[src/sspd_pkg.sv]
// Package: constants, register map and field layout of the soft-strap default loader
// -----------------------------------------------------------------------------
// How it works
// RL1 - Port 1 speed strap, default one, is reset value of link speed-low bit.
// RL2 - Speed strap also seeds PHY rate-low bit and PHY mode field; 10BASE-T half is always advertised.
// RL3 - Duplex strap seeds Phy_fullhalf_bit, mode field, 10BASE-T full; default one.
// RL4 - Polarity strap seeds link duplex bit; in MII MAC mode sets duplex pin polarity.
// RL5 - Backpressure strap, default one, is reset value of port 1 backpressure enable.
// RL6 - Full-duplex pause strap, default one, seeds transmit and receive pause enables.
// RL7 - Full-duplex pause strap also seeds asymmetric pause advertisement bit.
// RL8 - Manual pause strap, default zero, seeds the manual pause select bit.
// RL9 - Manual pause strap also seeds asymmetric and symmetric pause advertisement.
// RL10 - Manual pause strap ignored in MII PHY, RMII PHY, MII MAC modes.
// RL11 - Port 2 auto-crossover strap is loaded into the hardware config state bit.
// RL12 - With strap control selected, crossover follows auto and manual crossover straps.
// RL13 - Strap control, auto strap low: manual zero forces MDI, one forces MDIX.
// RL14 - Digital reset or reload restores latched straps unless overridden; pins not resampled.
// RL15 - Final straps held in a register, applied in one cycle, mode qualified.
// -----------------------------------------------------------------------------
package sspd_pkg;

    // -------------------------------------------------------------------------
    // Strap vector layout
    // -------------------------------------------------------------------------
    localparam int STRAP_W        = 8;
    localparam int ST_SPEED       = 0;
    localparam int ST_DUPLEX      = 1;
    localparam int ST_DPOL        = 2;
    localparam int ST_BP          = 3;
    localparam int ST_FDFC        = 4;
    localparam int ST_MANFC       = 5;
    localparam int ST_AMDIX       = 6;
    localparam int ST_MDIX        = 7;
    // Defaults: speed 1, duplex 1, pol 0, bp 1, pause 1, manual 0, auto 1, mdix 0
    localparam logic [7:0] STRAP_DEFAULT = 8'h5b;

    // -------------------------------------------------------------------------
    // Port 1 interface select codes
    // -------------------------------------------------------------------------
    localparam logic [2:0] MODE_MII_MAC  = 3'h0;
    localparam logic [2:0] MODE_MII_PHY  = 3'h1;
    localparam logic [2:0] MODE_RMII_PHY = 3'h2;
    localparam logic [2:0] MODE_INT_PHY  = 3'h7;

    // -------------------------------------------------------------------------
    // Register offsets (byte addresses)
    // -------------------------------------------------------------------------
    localparam logic [7:0] OFS_LINK_BASIC = 8'h00;
    localparam logic [7:0] OFS_PHY_BASIC  = 8'h04;
    localparam logic [7:0] OFS_PHY_SPEC   = 8'h08;
    localparam logic [7:0] OFS_PHY_ADV    = 8'h0c;
    localparam logic [7:0] OFS_MAN_FC     = 8'h10;
    localparam logic [7:0] OFS_HARDWARE_CONFIG     = 8'h14;
    localparam logic [7:0] OFS_XOVER      = 8'h18;
    localparam logic [7:0] OFS_CMD        = 8'h1c;
    localparam logic [7:0] OFS_OVERRIDE   = 8'h20;

    // -------------------------------------------------------------------------
    // Field positions
    // -------------------------------------------------------------------------
    localparam int B_SPEED_LOW  = 13;   // link and PHY basic control
    localparam int B_DUPLEX     = 8;
    localparam int B_MODE_LSB   = 5;    // PHY special modes [7:5]
    localparam int B_ADV_ASYM   = 11;
    localparam int B_ADV_SYM    = 10;
    localparam int B_ADV_10FD   = 6;
    localparam int B_ADV_10HD   = 5;
    localparam int B_FC_TX      = 0;
    localparam int B_FC_RX      = 1;
    localparam int B_FC_MANUAL  = 2;
    localparam int B_FC_BP      = 3;
    localparam int B_HW_AMDIX   = 26;
    localparam int B_HW_DPOL    = 3;    // mode sits in [2:0]
    localparam int B_XO_SW_SEL  = 0;
    localparam int B_XO_SW_AUTO = 1;
    localparam int B_XO_SW_MDIX = 2;
    localparam int B_XO_AUTO_ST = 4;
    localparam int B_XO_MDIX_ST = 5;
    localparam int B_CMD_DRST   = 0;
    localparam int B_CMD_RELOAD = 1;
    localparam int B_OVR_VALID  = 8;

    // -------------------------------------------------------------------------
    // Timing
    // -------------------------------------------------------------------------
    localparam int SYNC_STAGES   = 3;
    localparam int SETTLE_CYCLES = 4;   // sync depth plus one filter stage
    localparam int SETTLE_W      = 3;

endpackage : sspd_pkg

[src/sspd_sync.sv]
// Three-stage pin synchroniser with agreement filter
`timescale 1ns/1ps
module sspd_sync #(
    parameter int W = 1
) (
    // Clock and reset
    input  wire logic         core_clk_i,
    input  wire logic         hardware_reset_pin_i,
    // Pin side
    input  wire logic [W-1:0] pin_i,
    // Synchronous side
    output logic      [W-1:0] val_o
);
    logic [W-1:0] s1_q;
    logic [W-1:0] s2_q;
    logic [W-1:0] s3_q;
    logic [W-1:0] val_q;
    logic [W-1:0] val_d;

    // -------------------------------------------------------------------------
    // Filter
    // -------------------------------------------------------------------------
    // A bit changes only once stages two and three agree; stage one feeds stage two only
    always_comb begin
        for (int i = 0; i < W; i++) begin
            val_d[i] = (s2_q[i] == s3_q[i]) ? s3_q[i] : val_q[i];
        end
    end

    // Stage registers
    always_ff @(posedge core_clk_i or negedge hardware_reset_pin_i) begin
        if (!hardware_reset_pin_i) begin
            s1_q  <= '0;
            s2_q  <= '0;
            s3_q  <= '0;
            val_q <= '0;
        end else begin
            s1_q  <= pin_i;
            s2_q  <= s1_q;
            s3_q  <= s2_q;
            val_q <= val_d;
        end
    end

    assign val_o = val_q;

endmodule : sspd_sync

[src/sspd_loader.sv]
// Soft-strap default loader: latches straps, applies register defaults, APB slave
//
// Chosen here: the APB interface to the registers and the address map.
`timescale 1ns/1ps
module sspd_loader
    import sspd_pkg::*;
#(
    parameter logic [7:0] STRAP_DEF = STRAP_DEFAULT
) (
    // Clock and reset
    input  wire logic        core_clk_i,
    input  wire logic        hardware_reset_pin_i,
    // Strap pins
    input  wire logic [7:0]  strap_pins_i,
    input  wire logic [2:0]  port1_interface_select_i,
    // Port 1 duplex pin from the attached MAC
    input  wire logic        port1_fullhalf_pin_i,
    // APB slave
    input  wire logic        psel_i,
    input  wire logic        penable_i,
    input  wire logic        pwrite_i,
    input  wire logic [7:0]  paddr_i,
    input  wire logic [31:0] pwdata_i,
    input  wire logic [3:0]  pstrb_i,
    output logic      [31:0] prdata_o,
    output logic             pready_o,
    output logic             pslverr_o,
    // Resulting configuration
    output logic             port1_full_duplex_o,
    output logic             port2_auto_crossover_o,
    output logic             port2_mdix_o,
    output logic             strap_done_o
);

    // -------------------------------------------------------------------------
    // Helpers
    // -------------------------------------------------------------------------
    function automatic logic [31:0] merge(input logic [31:0] old_v, input logic [31:0] new_v,
                                          input logic [3:0] strb);
        logic [31:0] m;
        m = {{8{strb[3]}}, {8{strb[2]}}, {8{strb[1]}}, {8{strb[0]}}};
        return (old_v & ~m) | (new_v & m);
    endfunction : merge

    function automatic logic mii_like(input logic [2:0] mode);
        return (mode == MODE_MII_PHY) || (mode == MODE_RMII_PHY) || (mode == MODE_MII_MAC);
    endfunction : mii_like

    // -------------------------------------------------------------------------
    // Pin synchronisers
    // -------------------------------------------------------------------------
    logic [7:0] strap_sync;
    logic [2:0] mode_sync;
    logic       dpin_sync;

    sspd_sync #(.W(12)) u_sync_straps (
        .core_clk_i (core_clk_i),
        .hardware_reset_pin_i     (hardware_reset_pin_i),
        .pin_i      ({port1_interface_select_i, port1_fullhalf_pin_i, strap_pins_i}),
        .val_o      ({mode_sync, dpin_sync, strap_sync})
    );

    // -------------------------------------------------------------------------
    // Latch sequencing
    // -------------------------------------------------------------------------
    logic [SETTLE_W-1:0]  settle_q, settle_d;
    logic                 done_q, done_d;
    logic [STRAP_W-1:0]   latched_q, latched_d;
    logic [2:0]           mode_q, mode_d;
    logic [STRAP_W-1:0]   ovr_q, ovr_d;
    logic                 ovr_valid_q, ovr_valid_d;
    logic [STRAP_W-1:0]   final_q, final_d;
    logic                 apply_q, apply_d;

    // APB decode shared with the register group
    logic        acc;
    logic        wr_en;
    logic [31:0] cmd_wr;
    logic [31:0] ovr_wv;

    assign acc    = psel_i && penable_i && pready_o;
    assign wr_en  = acc && pwrite_i;
    assign cmd_wr = (wr_en && paddr_i == OFS_CMD) ? merge(32'h0, pwdata_i, pstrb_i) : 32'h0;
    assign ovr_wv = merge({23'h0, ovr_valid_q, ovr_q}, pwdata_i, pstrb_i);

    // Pins are sampled once after reset release; later reloads never resample them
    always_comb begin
        settle_d    = settle_q;
        done_d      = done_q;
        latched_d   = latched_q;
        mode_d      = mode_q;
        ovr_d       = ovr_q;
        ovr_valid_d = ovr_valid_q;
        final_d     = final_q;
        apply_d     = 1'b0;
        if (!done_q) begin
            // Filter output first holds the pins after SETTLE_CYCLES edges; latch on the next
            if (settle_q == SETTLE_W'(SETTLE_CYCLES)) begin
                latched_d = strap_sync;
                mode_d    = mode_sync;
                final_d   = strap_sync;
                done_d    = 1'b1;
                apply_d   = 1'b1;
            end else begin
                settle_d = settle_q + SETTLE_W'(1);
            end
        end
        if (wr_en && paddr_i == OFS_OVERRIDE) begin
            ovr_d       = ovr_wv[7:0];
            ovr_valid_d = ovr_wv[B_OVR_VALID];
        end
        if (done_q && (cmd_wr[B_CMD_DRST] || cmd_wr[B_CMD_RELOAD])) begin
            final_d = ovr_valid_q ? ovr_q : latched_q;          // [RL14]
            apply_d = 1'b1;
        end
    end

    always_ff @(posedge core_clk_i or negedge hardware_reset_pin_i) begin
        if (!hardware_reset_pin_i) begin
            settle_q    <= '0;
            done_q      <= 1'b0;
            latched_q   <= STRAP_DEFAULT;
            mode_q      <= MODE_INT_PHY;
            ovr_q       <= '0;
            ovr_valid_q <= 1'b0;
            final_q     <= STRAP_DEFAULT;                    // [RL15]
            apply_q     <= 1'b0;
        end else begin
            settle_q    <= settle_d;
            done_q      <= done_d;
            latched_q   <= latched_d;
            mode_q      <= mode_d;
            ovr_q       <= ovr_d;
            ovr_valid_q <= ovr_valid_d;
            final_q     <= final_d;
            apply_q     <= apply_d;
        end
    end

    // -------------------------------------------------------------------------
    // Derived defaults from the final straps
    // -------------------------------------------------------------------------
    logic manfc_eff;
    logic dft_speed, dft_duplex, dft_dpol;
    logic [2:0] dft_mode;

    // Manual pause strap means nothing when port 1 faces an external MAC or PHY
    assign manfc_eff  = final_q[ST_MANFC] && !mii_like(mode_q);       // [RL10]
    assign dft_speed  = final_q[ST_SPEED];
    assign dft_duplex = final_q[ST_DUPLEX];
    assign dft_dpol   = final_q[ST_DPOL];
    // Forced-mode code: speed and duplex pick one of the fixed modes
    assign dft_mode   = {1'b0, dft_speed, dft_duplex};                // [RL2] [RL3]

    // -------------------------------------------------------------------------
    // Configuration registers
    // -------------------------------------------------------------------------
    logic [1:0] link_q, link_d;         // {speed_low, duplex}
    logic [1:0] phyb_q, phyb_d;         // {rate_low, fullhalf}
    logic [2:0] phym_q, phym_d;
    logic [3:0] adv_q, adv_d;           // {asym, sym, 10fd, 10hd}
    logic [3:0] fc_q, fc_d;             // {bp, manual, rx, tx}
    logic       amdix_st_q, amdix_st_d;
    logic [2:0] xo_q, xo_d;             // {sw_mdix, sw_auto, sw_sel}
    logic [31:0] wv;

    // Software writes land on the accessed register; an apply pulse reloads every strap-derived default, not the crossover select
    always_comb begin
        link_d     = link_q;
        phyb_d     = phyb_q;
        phym_d     = phym_q;
        adv_d      = adv_q;
        fc_d       = fc_q;
        amdix_st_d = amdix_st_q;
        xo_d       = xo_q;
        wv         = 32'h0;
        if (apply_q) begin
            link_d     = {dft_speed, dft_dpol};                       // [RL1] [RL4]
            phyb_d     = {dft_speed, dft_duplex};                     // [RL2] [RL3]
            phym_d     = dft_mode;
            adv_d[3]   = final_q[ST_FDFC] && !manfc_eff;              // [RL7] [RL9]
            adv_d[2]   = final_q[ST_FDFC] && !manfc_eff;              // [RL9]
            adv_d[1]   = dft_duplex;                                  // [RL3]
            adv_d[0]   = 1'b1;
            fc_d       = {final_q[ST_BP], manfc_eff,
                          final_q[ST_FDFC], final_q[ST_FDFC]};        // [RL5] [RL6] [RL8]
            amdix_st_d = final_q[ST_AMDIX];                           // [RL11]
        end else if (wr_en) begin
            unique case (paddr_i)
                OFS_LINK_BASIC: begin
                    wv     = merge({18'h0, link_q[1], 4'h0, link_q[0], 8'h0}, pwdata_i, pstrb_i);
                    link_d = {wv[B_SPEED_LOW], wv[B_DUPLEX]};
                end
                OFS_PHY_BASIC: begin
                    wv     = merge({18'h0, phyb_q[1], 4'h0, phyb_q[0], 8'h0}, pwdata_i, pstrb_i);
                    phyb_d = {wv[B_SPEED_LOW], wv[B_DUPLEX]};
                end
                OFS_PHY_SPEC: begin
                    wv     = merge({24'h0, phym_q, 5'h0}, pwdata_i, pstrb_i);
                    phym_d = wv[B_MODE_LSB +: 3];
                end
                OFS_PHY_ADV: begin
                    wv    = merge({20'h0, adv_q[3:2], 3'h0, adv_q[1:0], 5'h0}, pwdata_i, pstrb_i);
                    adv_d = {wv[B_ADV_ASYM], wv[B_ADV_SYM], wv[B_ADV_10FD], wv[B_ADV_10HD]};
                end
                OFS_MAN_FC: begin
                    wv   = merge({28'h0, fc_q}, pwdata_i, pstrb_i);
                    fc_d = {wv[B_FC_BP], wv[B_FC_MANUAL], wv[B_FC_RX], wv[B_FC_TX]};
                end
                OFS_XOVER: begin
                    wv   = merge({29'h0, xo_q}, pwdata_i, pstrb_i);
                    xo_d = {wv[B_XO_SW_MDIX], wv[B_XO_SW_AUTO], wv[B_XO_SW_SEL]};
                end
                default: begin
                    wv = 32'h0;
                end
            endcase
        end
    end

    always_ff @(posedge core_clk_i or negedge hardware_reset_pin_i) begin
        if (!hardware_reset_pin_i) begin
            link_q     <= {STRAP_DEFAULT[ST_SPEED], STRAP_DEFAULT[ST_DPOL]};
            phyb_q     <= {STRAP_DEFAULT[ST_SPEED], STRAP_DEFAULT[ST_DUPLEX]};
            phym_q     <= {1'b0, STRAP_DEFAULT[ST_SPEED], STRAP_DEFAULT[ST_DUPLEX]};
            adv_q      <= {STRAP_DEFAULT[ST_FDFC], STRAP_DEFAULT[ST_FDFC], STRAP_DEFAULT[ST_DUPLEX], 1'b1};
            fc_q       <= {STRAP_DEFAULT[ST_BP], STRAP_DEFAULT[ST_MANFC],
                           STRAP_DEFAULT[ST_FDFC], STRAP_DEFAULT[ST_FDFC]};
            amdix_st_q <= STRAP_DEFAULT[ST_AMDIX];
            xo_q       <= 3'h0;     // Straps steer crossover by default
        end else begin
            link_q     <= link_d;
            phyb_q     <= phyb_d;
            phym_q     <= phym_d;
            adv_q      <= adv_d;
            fc_q       <= fc_d;
            amdix_st_q <= amdix_st_d;
            xo_q       <= xo_d;
        end
    end

    // -------------------------------------------------------------------------
    // Outputs: crossover and duplex pin
    // -------------------------------------------------------------------------
    logic auto_q, auto_d, mdix_q, mdix_d, fdx_q, fdx_d;

    // Strap control: auto strap wins; otherwise manual strap picks MDI or MDIX
    always_comb begin
        if (!xo_q[0]) begin
            auto_d = final_q[ST_AMDIX];                               // [RL12]
            mdix_d = !final_q[ST_AMDIX] && final_q[ST_MDIX];          // [RL13]
        end else begin
            auto_d = xo_q[1];
            mdix_d = !xo_q[1] && xo_q[2];
        end
        // Polarity applies only in MII MAC mode; elsewhere the link register decides
        if (mode_q == MODE_MII_MAC) begin
            fdx_d = (dpin_sync == dft_dpol);                          // [RL4]
        end else begin
            fdx_d = link_q[0];
        end
    end

    always_ff @(posedge core_clk_i or negedge hardware_reset_pin_i) begin
        if (!hardware_reset_pin_i) begin
            auto_q <= 1'b0;
            mdix_q <= 1'b0;
            fdx_q  <= 1'b0;
        end else begin
            auto_q <= auto_d;
            mdix_q <= mdix_d;
            fdx_q  <= fdx_d;
        end
    end

    // -------------------------------------------------------------------------
    // APB slave: one wait state, registered answer
    // -------------------------------------------------------------------------
    logic [31:0] rd_d, rd_q;
    logic        rdy_d, rdy_q, err_d, err_q;

    always_comb begin
        rdy_d = psel_i && penable_i && !rdy_q;
        rd_d  = 32'h0;
        err_d = 1'b0;
        if (rdy_d) begin
            unique case (paddr_i)
                OFS_LINK_BASIC: rd_d = {18'h0, link_q[1], 4'h0, link_q[0], 8'h0};
                OFS_PHY_BASIC:  rd_d = {18'h0, phyb_q[1], 4'h0, phyb_q[0], 8'h0};
                OFS_PHY_SPEC:   rd_d = {24'h0, phym_q, 5'h0};
                OFS_PHY_ADV:    rd_d = {20'h0, adv_q[3:2], 3'h0, adv_q[1:0], 5'h0};
                OFS_MAN_FC:     rd_d = {28'h0, fc_q};
                OFS_HARDWARE_CONFIG:     rd_d = {5'h0, amdix_st_q, 22'h0, dft_dpol, mode_q};
                OFS_XOVER:      rd_d = {26'h0, mdix_q, auto_q, 1'b0, xo_q};
                OFS_CMD:        rd_d = 32'h0;
                OFS_OVERRIDE:   rd_d = {23'h0, ovr_valid_q, ovr_q};
                default:        err_d = 1'b1;   // Unmapped: error, data zero
            endcase
        end
    end

    always_ff @(posedge core_clk_i or negedge hardware_reset_pin_i) begin
        if (!hardware_reset_pin_i) begin
            rdy_q <= 1'b0;
            rd_q  <= 32'h0;
            err_q <= 1'b0;
        end else begin
            rdy_q <= rdy_d;
            rd_q  <= rd_d;
            err_q <= err_d;
        end
    end

    assign prdata_o               = rd_q;
    assign pready_o               = rdy_q;
    assign pslverr_o              = err_q;
    assign port1_full_duplex_o    = fdx_q;
    assign port2_auto_crossover_o = auto_q;
    assign port2_mdix_o           = mdix_q;
    assign strap_done_o           = done_q;

endmodule : sspd_loader

[config.mk]
export PLATFORM = sky130hd
export DESIGN_NAME = sspd_loader
export DESIGN_NICKNAME = d
export VERILOG_FILES = /design/src/sspd_pkg.sv /design/src/sspd_sync.sv /design/src/sspd_loader.sv
export SDC_FILE = /design/constraint.sdc
export NUM_CORES = 1
export LEC_CHECK = 0
export BUFFER_PORTS_ARGS = -buffer_cell sky130_fd_sc_hd__buf_2
export CORE_AREA = 10 10 106 108
export CTS_BUF_LIST = sky130_fd_sc_hd__clkbuf_4 sky130_fd_sc_hd__clkbuf_8
export DETAILED_ROUTE_END_ITERATION = 6
export DIE_AREA = 0 0 116 118
export PLACE_DENSITY = 0.78
export SYNTH_ARGS = -nofsm -noshare
export SYNTH_HDL_FRONTEND = slang
export SYNTH_SLANG_ARGS = --single-unit
[constraint.sdc]
create_clock -name core_clk_i -period 2.35 [get_ports core_clk_i]
set_clock_uncertainty 0.1 [all_clocks]
set_input_delay 0.1175 -clock core_clk_i [delete_from_list [all_inputs] [get_ports core_clk_i]]
set_output_delay 0.1175 -clock core_clk_i [all_outputs]
set_load 0.005 [all_outputs]
==> results of run 1 <==
[Yosys cell counts, types with 3 or more instances]
library cell  instances  area share
dfrtp_1              92        0.47
mux2i_1              33       0.068
dfstp_2              26        0.14
mux2_2               25       0.058
nor2_1               20       0.015
buf_4                19       0.029
nand2_1              14       0.011
maj3_1               12       0.025
o21ai_0              10       0.010
a21oi_1               9      0.0092
inv_1                 9      0.0069
clkbuf_1              7      0.0054
a211oi_1              6      0.0092
a22oi_1               5      0.0077
nand4_1               5      0.0064
clkbuf_8              4       0.011
nor3_1                4      0.0041
a32oi_1               3      0.0054
mux2_4                3      0.0092
nand3_1               3      0.0031
nor3b_1               3      0.0046
o2bb2ai_1             3      0.0054
[final cells by class]
type	instances	area share
Sequential cell	118	0.5044
Multi-Input combinational cell	219	0.2865
Timing Repair Buffer	96	0.1142
Clock buffer	21	0.04884
Tap cell	111	0.02347
Clock inverter	11	0.01691
Inverter	9	0.005708
[metrics by stage]
step / area, sq um / hold WS, ns / setup slack [ns] / instances / power [mW]
floorplan: 4954 / -0.2781 / 0.6615 / 378 / 2.393
global placement: 5199 / 0.05047 / 0.3766 / 520 / 2.489
detailed placement: 5199 / 0.05658 / 0.2712 / 520 / 2.507
CTS: 5918 / 0.005757 / 0.2268 / 585 / 4.294
global route: 5918 / 0.02876 / 0.001647 / 585 / 4.451
finish: 5918 / 0.03064 / 0.2121 / 585 / 4.256
[critical path: stages]
cell	delay (ns)
dlygate4sd3_1	0.54
buf_2	0.18
nor4_4	0.56
dlygate4sd3_1	0.65
nand2_1	0.08
a2bb2oi_1	0.15
nor2_1	0.11
[final timing paths]
path / startpoint / endpoint / slack, ns / cells after the start
worst min-delay path: paddr_i[2] / prdata_o[26] / 0.03 / 3
worst min register to register: u_sync_straps.s1_q[0] / u_sync_straps.s2_q[0] / 0.24 / 0
worst max register to register: pready_o / register / 0.34 / 4
min in group asynchronous: hardware_reset_pin_i / prdata_o[6] / 0.13 / 2
worst max-delay path: paddr_i[5] / prdata_o[8] / 0.21 / 7
max in group asynchronous: hardware_reset_pin_i / final_q[4] / 1.28 / 3
[cells by family after synthesis]
kind of cell             synth area share
flip-flops                         0.6110
AND/OR/NAND/NOR                   0.08732
multiplexers                       0.1344
AO/OA/AOI/OAI                     0.07555
buffers and inverters             0.05583
adder cells (fa/ha/maj)           0.02971
XOR/XNOR                         0.005379
other                           0.0007675
[routing by layer]
layer | vias to the layer above | global-route usage | part of all wire
li1 | 1454 | - | -
met1 | 1558 | 0.1960 | 0.43
met2 | 108 | 0.2371 | 0.48
met3 | 21 | 0.04995 | 0.068
met4 | 0 | 0.06964 | 0.022
met5 | - | 0 | 0
[power by group through the flow]
stage	Clock, mW	Combinational, mW	Sequential (mW)
after CTS	1.78	0.288	2.22
after global placement	0	0.236	2.25
after floorplan	0	0.154	2.24
after detailed placement	0	0.247	2.26
final	1.75	0.287	2.22
after global routing	1.89	0.324	2.24
==> results_dict.tcl, run 1 <==
set metrics [dict create \
    power.switching_mw 1.007 \
    cts_sinks 118 \
    min_period_over_period 0.9097 \
    drc_errors 0 \
    fillers 722 \
    synth_area_sq_mm 0.004886 \
    syn2layout_area_growth_pct 21.13 \
    place_congestion 0.8241 \
    ios 99 \
    num_vias 3141 \
    grt_pass1_vias 3330 \
    postSynth.asyncResetShare 1.000 \
    start_kind "input pin" \
    hold_viol 0 \
    ys_seq_area_frac 0.6110 \
    p_clk_frac 0.410 \
    cap_violations 0 \
    drt_wl_total_mm 9.966 \
    ir_worst_vdd_v 0.0004063 \
    min_period_ns 2.138 \
    ant_nets 0 \
    avgSynthCellArea_sq_um 13.57 \
    path_max_fanout 8 \
    antenna_found_initial 0 \
    rows 35 \
    htree_num_levels 4 \
    synth_edf_count 0 \
    grt-ovfl-total 0 \
    layout_common_cells "dfrtp_1 (92), buf_2 (56), mux2i_1 (33), dlygate4sd3_1 (33), dfstp_2 (26)" \
    ys_ff_latch 118 \
    insertion_delay_ns 0.42 \
    cts_repair_resize_count 0 \
    tightest_slew_ns 1.075 \
    synth.yosys.warnings 0 \
    p_seq_frac 0.522 \
    crit_required_ns 2.59 \
    final_common_cell "dfrtp_1" \
    wl_per_cell_um 17.04 \
    synth_cell_types 57 \
    fin_tns_setup_ns 0 \
    fin_util 0.6497 \
    pwr-share-comb 0.067 \
    portBuffers 57 \
    cts_tree "done" \
    p_int_mw 3.249 \
    dieArea_sq_mm 0.01369 \
    cts.clk_slew.worst_paths_ns 0.07 \
    track_usage 0.1556 \
    power_density_mw_per_mm2 719.2 \
    p_leak_nw 2.684 \
    first_pass_iters 4 \
    ys.flop_type "dfrtp_1" \
    dp_hpwl_mm 6.894 \
    timing.slew.headroom 0.2802 \
    layout.nets 524 \
    fp.coreArea_sq_mm 0.009109 \
    die-height_um 118 \
    diodes 0 \
    grt_pass1_wl_mm 16.97 \
    cts-root-buf "clkbuf_8" \
    dieWidth_um 116 \
    postCtsHoldBufs 33 \
    slew_viol_final 0 \
    finalSetupViolations 0 \
    cts_setup_buffers 0 \
    hold_path.class "in2reg" \
    end_kind "register" \
    worstSetupPathType "in2reg" \
    netSwitchingFraction 0.2366 \
    worstPathArrival_ns 2.38 \
    drtIter0Drc 171 \
    rsz0062_at_grt "no" \
    grt_max_degree 50 \
    multi_input_area_sq_mm 0.001695 \
    cts-buffers-inserted 17 \
    clockBufferDepth 2 \
    syn_inst 360 \
    vias_per_cell 5.369 \
    max_freq_ghz 0.4677 \
    start_util 0.5364 \
    drive_above_1_share 0.3418 \
    seqCellArea_sq_mm 0.002985 \
    status "completed" \
]
(Power assumes the default switching activity.)
==> run 2: changes to the inputs <==
--- a/config.mk
+++ b/config.mk
@@ -6,11 +6,12 @@
 export NUM_CORES = 1
 export LEC_CHECK = 0
 export BUFFER_PORTS_ARGS = -buffer_cell sky130_fd_sc_hd__buf_2
-export CORE_AREA = 10 10 106 108
+export CORE_AREA = 10 10 110 112
 export CTS_BUF_LIST = sky130_fd_sc_hd__clkbuf_4 sky130_fd_sc_hd__clkbuf_8
+export CTS_CLUSTER_DIAMETER = 200
 export DETAILED_ROUTE_END_ITERATION = 6
-export DIE_AREA = 0 0 116 118
-export PLACE_DENSITY = 0.78
+export DIE_AREA = 0 0 120 122
+export PLACE_DENSITY = 0.73
 export SYNTH_ARGS = -nofsm -noshare
 export SYNTH_HDL_FRONTEND = slang
 export SYNTH_SLANG_ARGS = --single-unit
==> run 2 against run 1 <==
Against the previous run:
- design area up 3.0%
- register-to-register slack improved by 0.06 ns
- sequential cell count unchanged
- total power up 12%
- die area up 7.0%
- global-route usage is 0.98 points lower
- hold slack improved by 0.027 ns
- routed wire length is 2.3% higher
- sequential share of layout area fell by 1.5 points
- clock-buffer cell count down 1
- setup slack got worse by 0.11 ns
==> results_dict.tcl, run 2 (synthesized netlist as in run 1, its figures left out) <==
set metrics [dict create \
    slowest_delay_ns 0.55 \
    rows 37 \
    hold_viol 0 \
    drt_wl_total_mm 10.20 \
    worstRegToRegCells 4 \
    drc_errors 0 \
    hold_path.class "in2reg" \
    end_kind "register" \
    grt-ovfl-total 0 \
    final_common_cell "dfrtp_1" \
    min_period_ns 2.252 \
    r2r-start "pready_o" \
    fin_area_sq_mm 0.006097 \
    num_vias 3101 \
    wl_per_cell_um 16.61 \
    fp.coreArea_sq_mm 0.01005 \
    worstPathArrival_ns 2.46 \
    status "completed" \
    rsz0062_at_grt "no" \
    r2r_slack_ns 0.40 \
    cts-buffers-inserted 17 \
    cts_setup_buffers 0 \
    tightest_slew_ns 1.114 \
    grt_pass1_vias 3233 \
    cts.clk_slew.worst_paths_ns 0.07 \
    diodes 0 \
    max_freq_ghz 0.4441 \
    portBuffers 57 \
    first_pass_iters 4 \
    power_density_mw_per_mm2 778.7 \
    grt_max_degree 50 \
    drtIter0Drc 148 \
    cpLargestDelayFamily "buffers and inverters" \
    finalSetupViolations 0 \
    cap_violations 0 \
    die-height_um 122 \
    cts_sinks 118 \
    fin_cells 614 \
    cts-root-buf "clkbuf_8" \
    crit_required_ns 2.56 \
    cp_cell_sequence "dlygate4sd3_1, buf_2, nor3_1, and3_4, nand3_1, mux2_2, dlygate4sd3_1" \
    critPathBufInv 3 \
    holdWs_ns 0.05763 \
    start_util 0.4864 \
    dp_hpwl_mm 6.896 \
    place_congestion 0.8125 \
    slew_viol_final 0 \
    clockBufferDepth 2 \
    startpoint "paddr_i[2]" \
    start_kind "input pin" \
    p_leak_nw 2.749 \
    grt_pass1_wl_mm 16.91 \
    dieWidth_um 120 \
    cts_tree "done" \
    htree_num_levels 4 \
    crit_top_cell "dlygate4sd3_1" \
    total_power_mw 4.748 \
    ir_worst_vdd_v 0.0003224 \
    min_period_over_period 0.9581 \
    ant_nets 0 \
    vias_per_cell 5.050 \
    syn2layout_area_growth_pct 24.79 \
    dieArea_sq_mm 0.01464 \
    layout.nets 528 \
    placed_area_sq_mm 0.005230 \
    layout_common_cells "dfrtp_1 (92), buf_2 (56), dlygate4sd3_1 (37), mux2i_1 (33), dfstp_2 (26)" \
    path_max_fanout 19 \
    cp_slowest_cell "dlygate4sd3_1" \
    insertion_delay_ns 0.42 \
    track_usage 0.1458 \
    worstSetupPathType "in2reg" \
    timing.slew.headroom 0.2538 \
    ios 99 \
    dp_cells 545 \
    path_depth 7 \
    drive_above_1_share 0.3389 \
    antenna_found_initial 0 \
    fin_tns_setup_ns 0 \
]
run 2: cell count changes in the layout (fill, tap and decap cells not counted), sizes merged:
| cell | delta |
|---|---|
| clkbuf | -1 |
| bufinv | +5 |
| clkinvlp | -1 |
| clkinv | -3 |
| dlygate4sd3 | +4 |
run 2: stage by stage:
stage	setup WS (ns)	utilization
final	0.09835	0.6069
after global routing	0.01350	0.6069
after CTS	0.08393	0.6066
after detailed placement	0.3274	0.5206
after global placement	0.3939	0.5206
after floorplan	0.6615	-
run 2: worst min path at each step:
stage | start | endpoint | cells past startpoint
finish | pstrb_i[1] | register | 4
global route | pstrb_i[0] | register | 3
CTS | pstrb_i[1] | register | 4
detailed placement | hardware_reset_pin_i | port1_full_duplex_o | 1
global placement | hardware_reset_pin_i | port1_full_duplex_o | 1
floorplan | hardware_reset_pin_i | asynchronous set/reset pin | 0
run 2: repair_timing:
item / in CTS / in global routing
hold endpoints to repair: 85 / 0
resized for setup: 0 / 1
hold buffers: 37 / 0
endpoints found under the setup margin: 0 / 1
run 2: tightest hold or removal path: stages:
cell and delay [ns]:
buf_2 0.15, nand2_1 0.09, o31a_1 0.12, a2bb2oi_1 0.06
run 2: per-layer routing:
layer	GRT usage	routed length [um]	vias to the layer above
li1	-	-	1466
met1	0.1770	4385	1532
met4	0.06033	102	0
met3	0.05227	625	11
met5	0	0	-
met2	0.2325	5088	92
run 2: power breakdown:
group	internal [mW]	total (mW)	switching, mW	leakage [nW]
clock network	1.44	2.23	0.793	0.235
registers	2.16	2.22	0.0636	1.42
logic	0.148	0.293	0.144	1.10
run 2: cell type report:
| class | instances | area, sq um |
|---|---|---|
| inverter | 9 | 33.78 |
| fill | 793 | 3949 |
| multi-input combinational | 219 | 1699 |
| tap | 136 | 170.2 |
| clock buffer | 20 | 269.0 |
| timing repair buffer | 100 | 715.7 |
| clock inverter | 12 | 224.0 |
| sequential | 118 | 2985 |
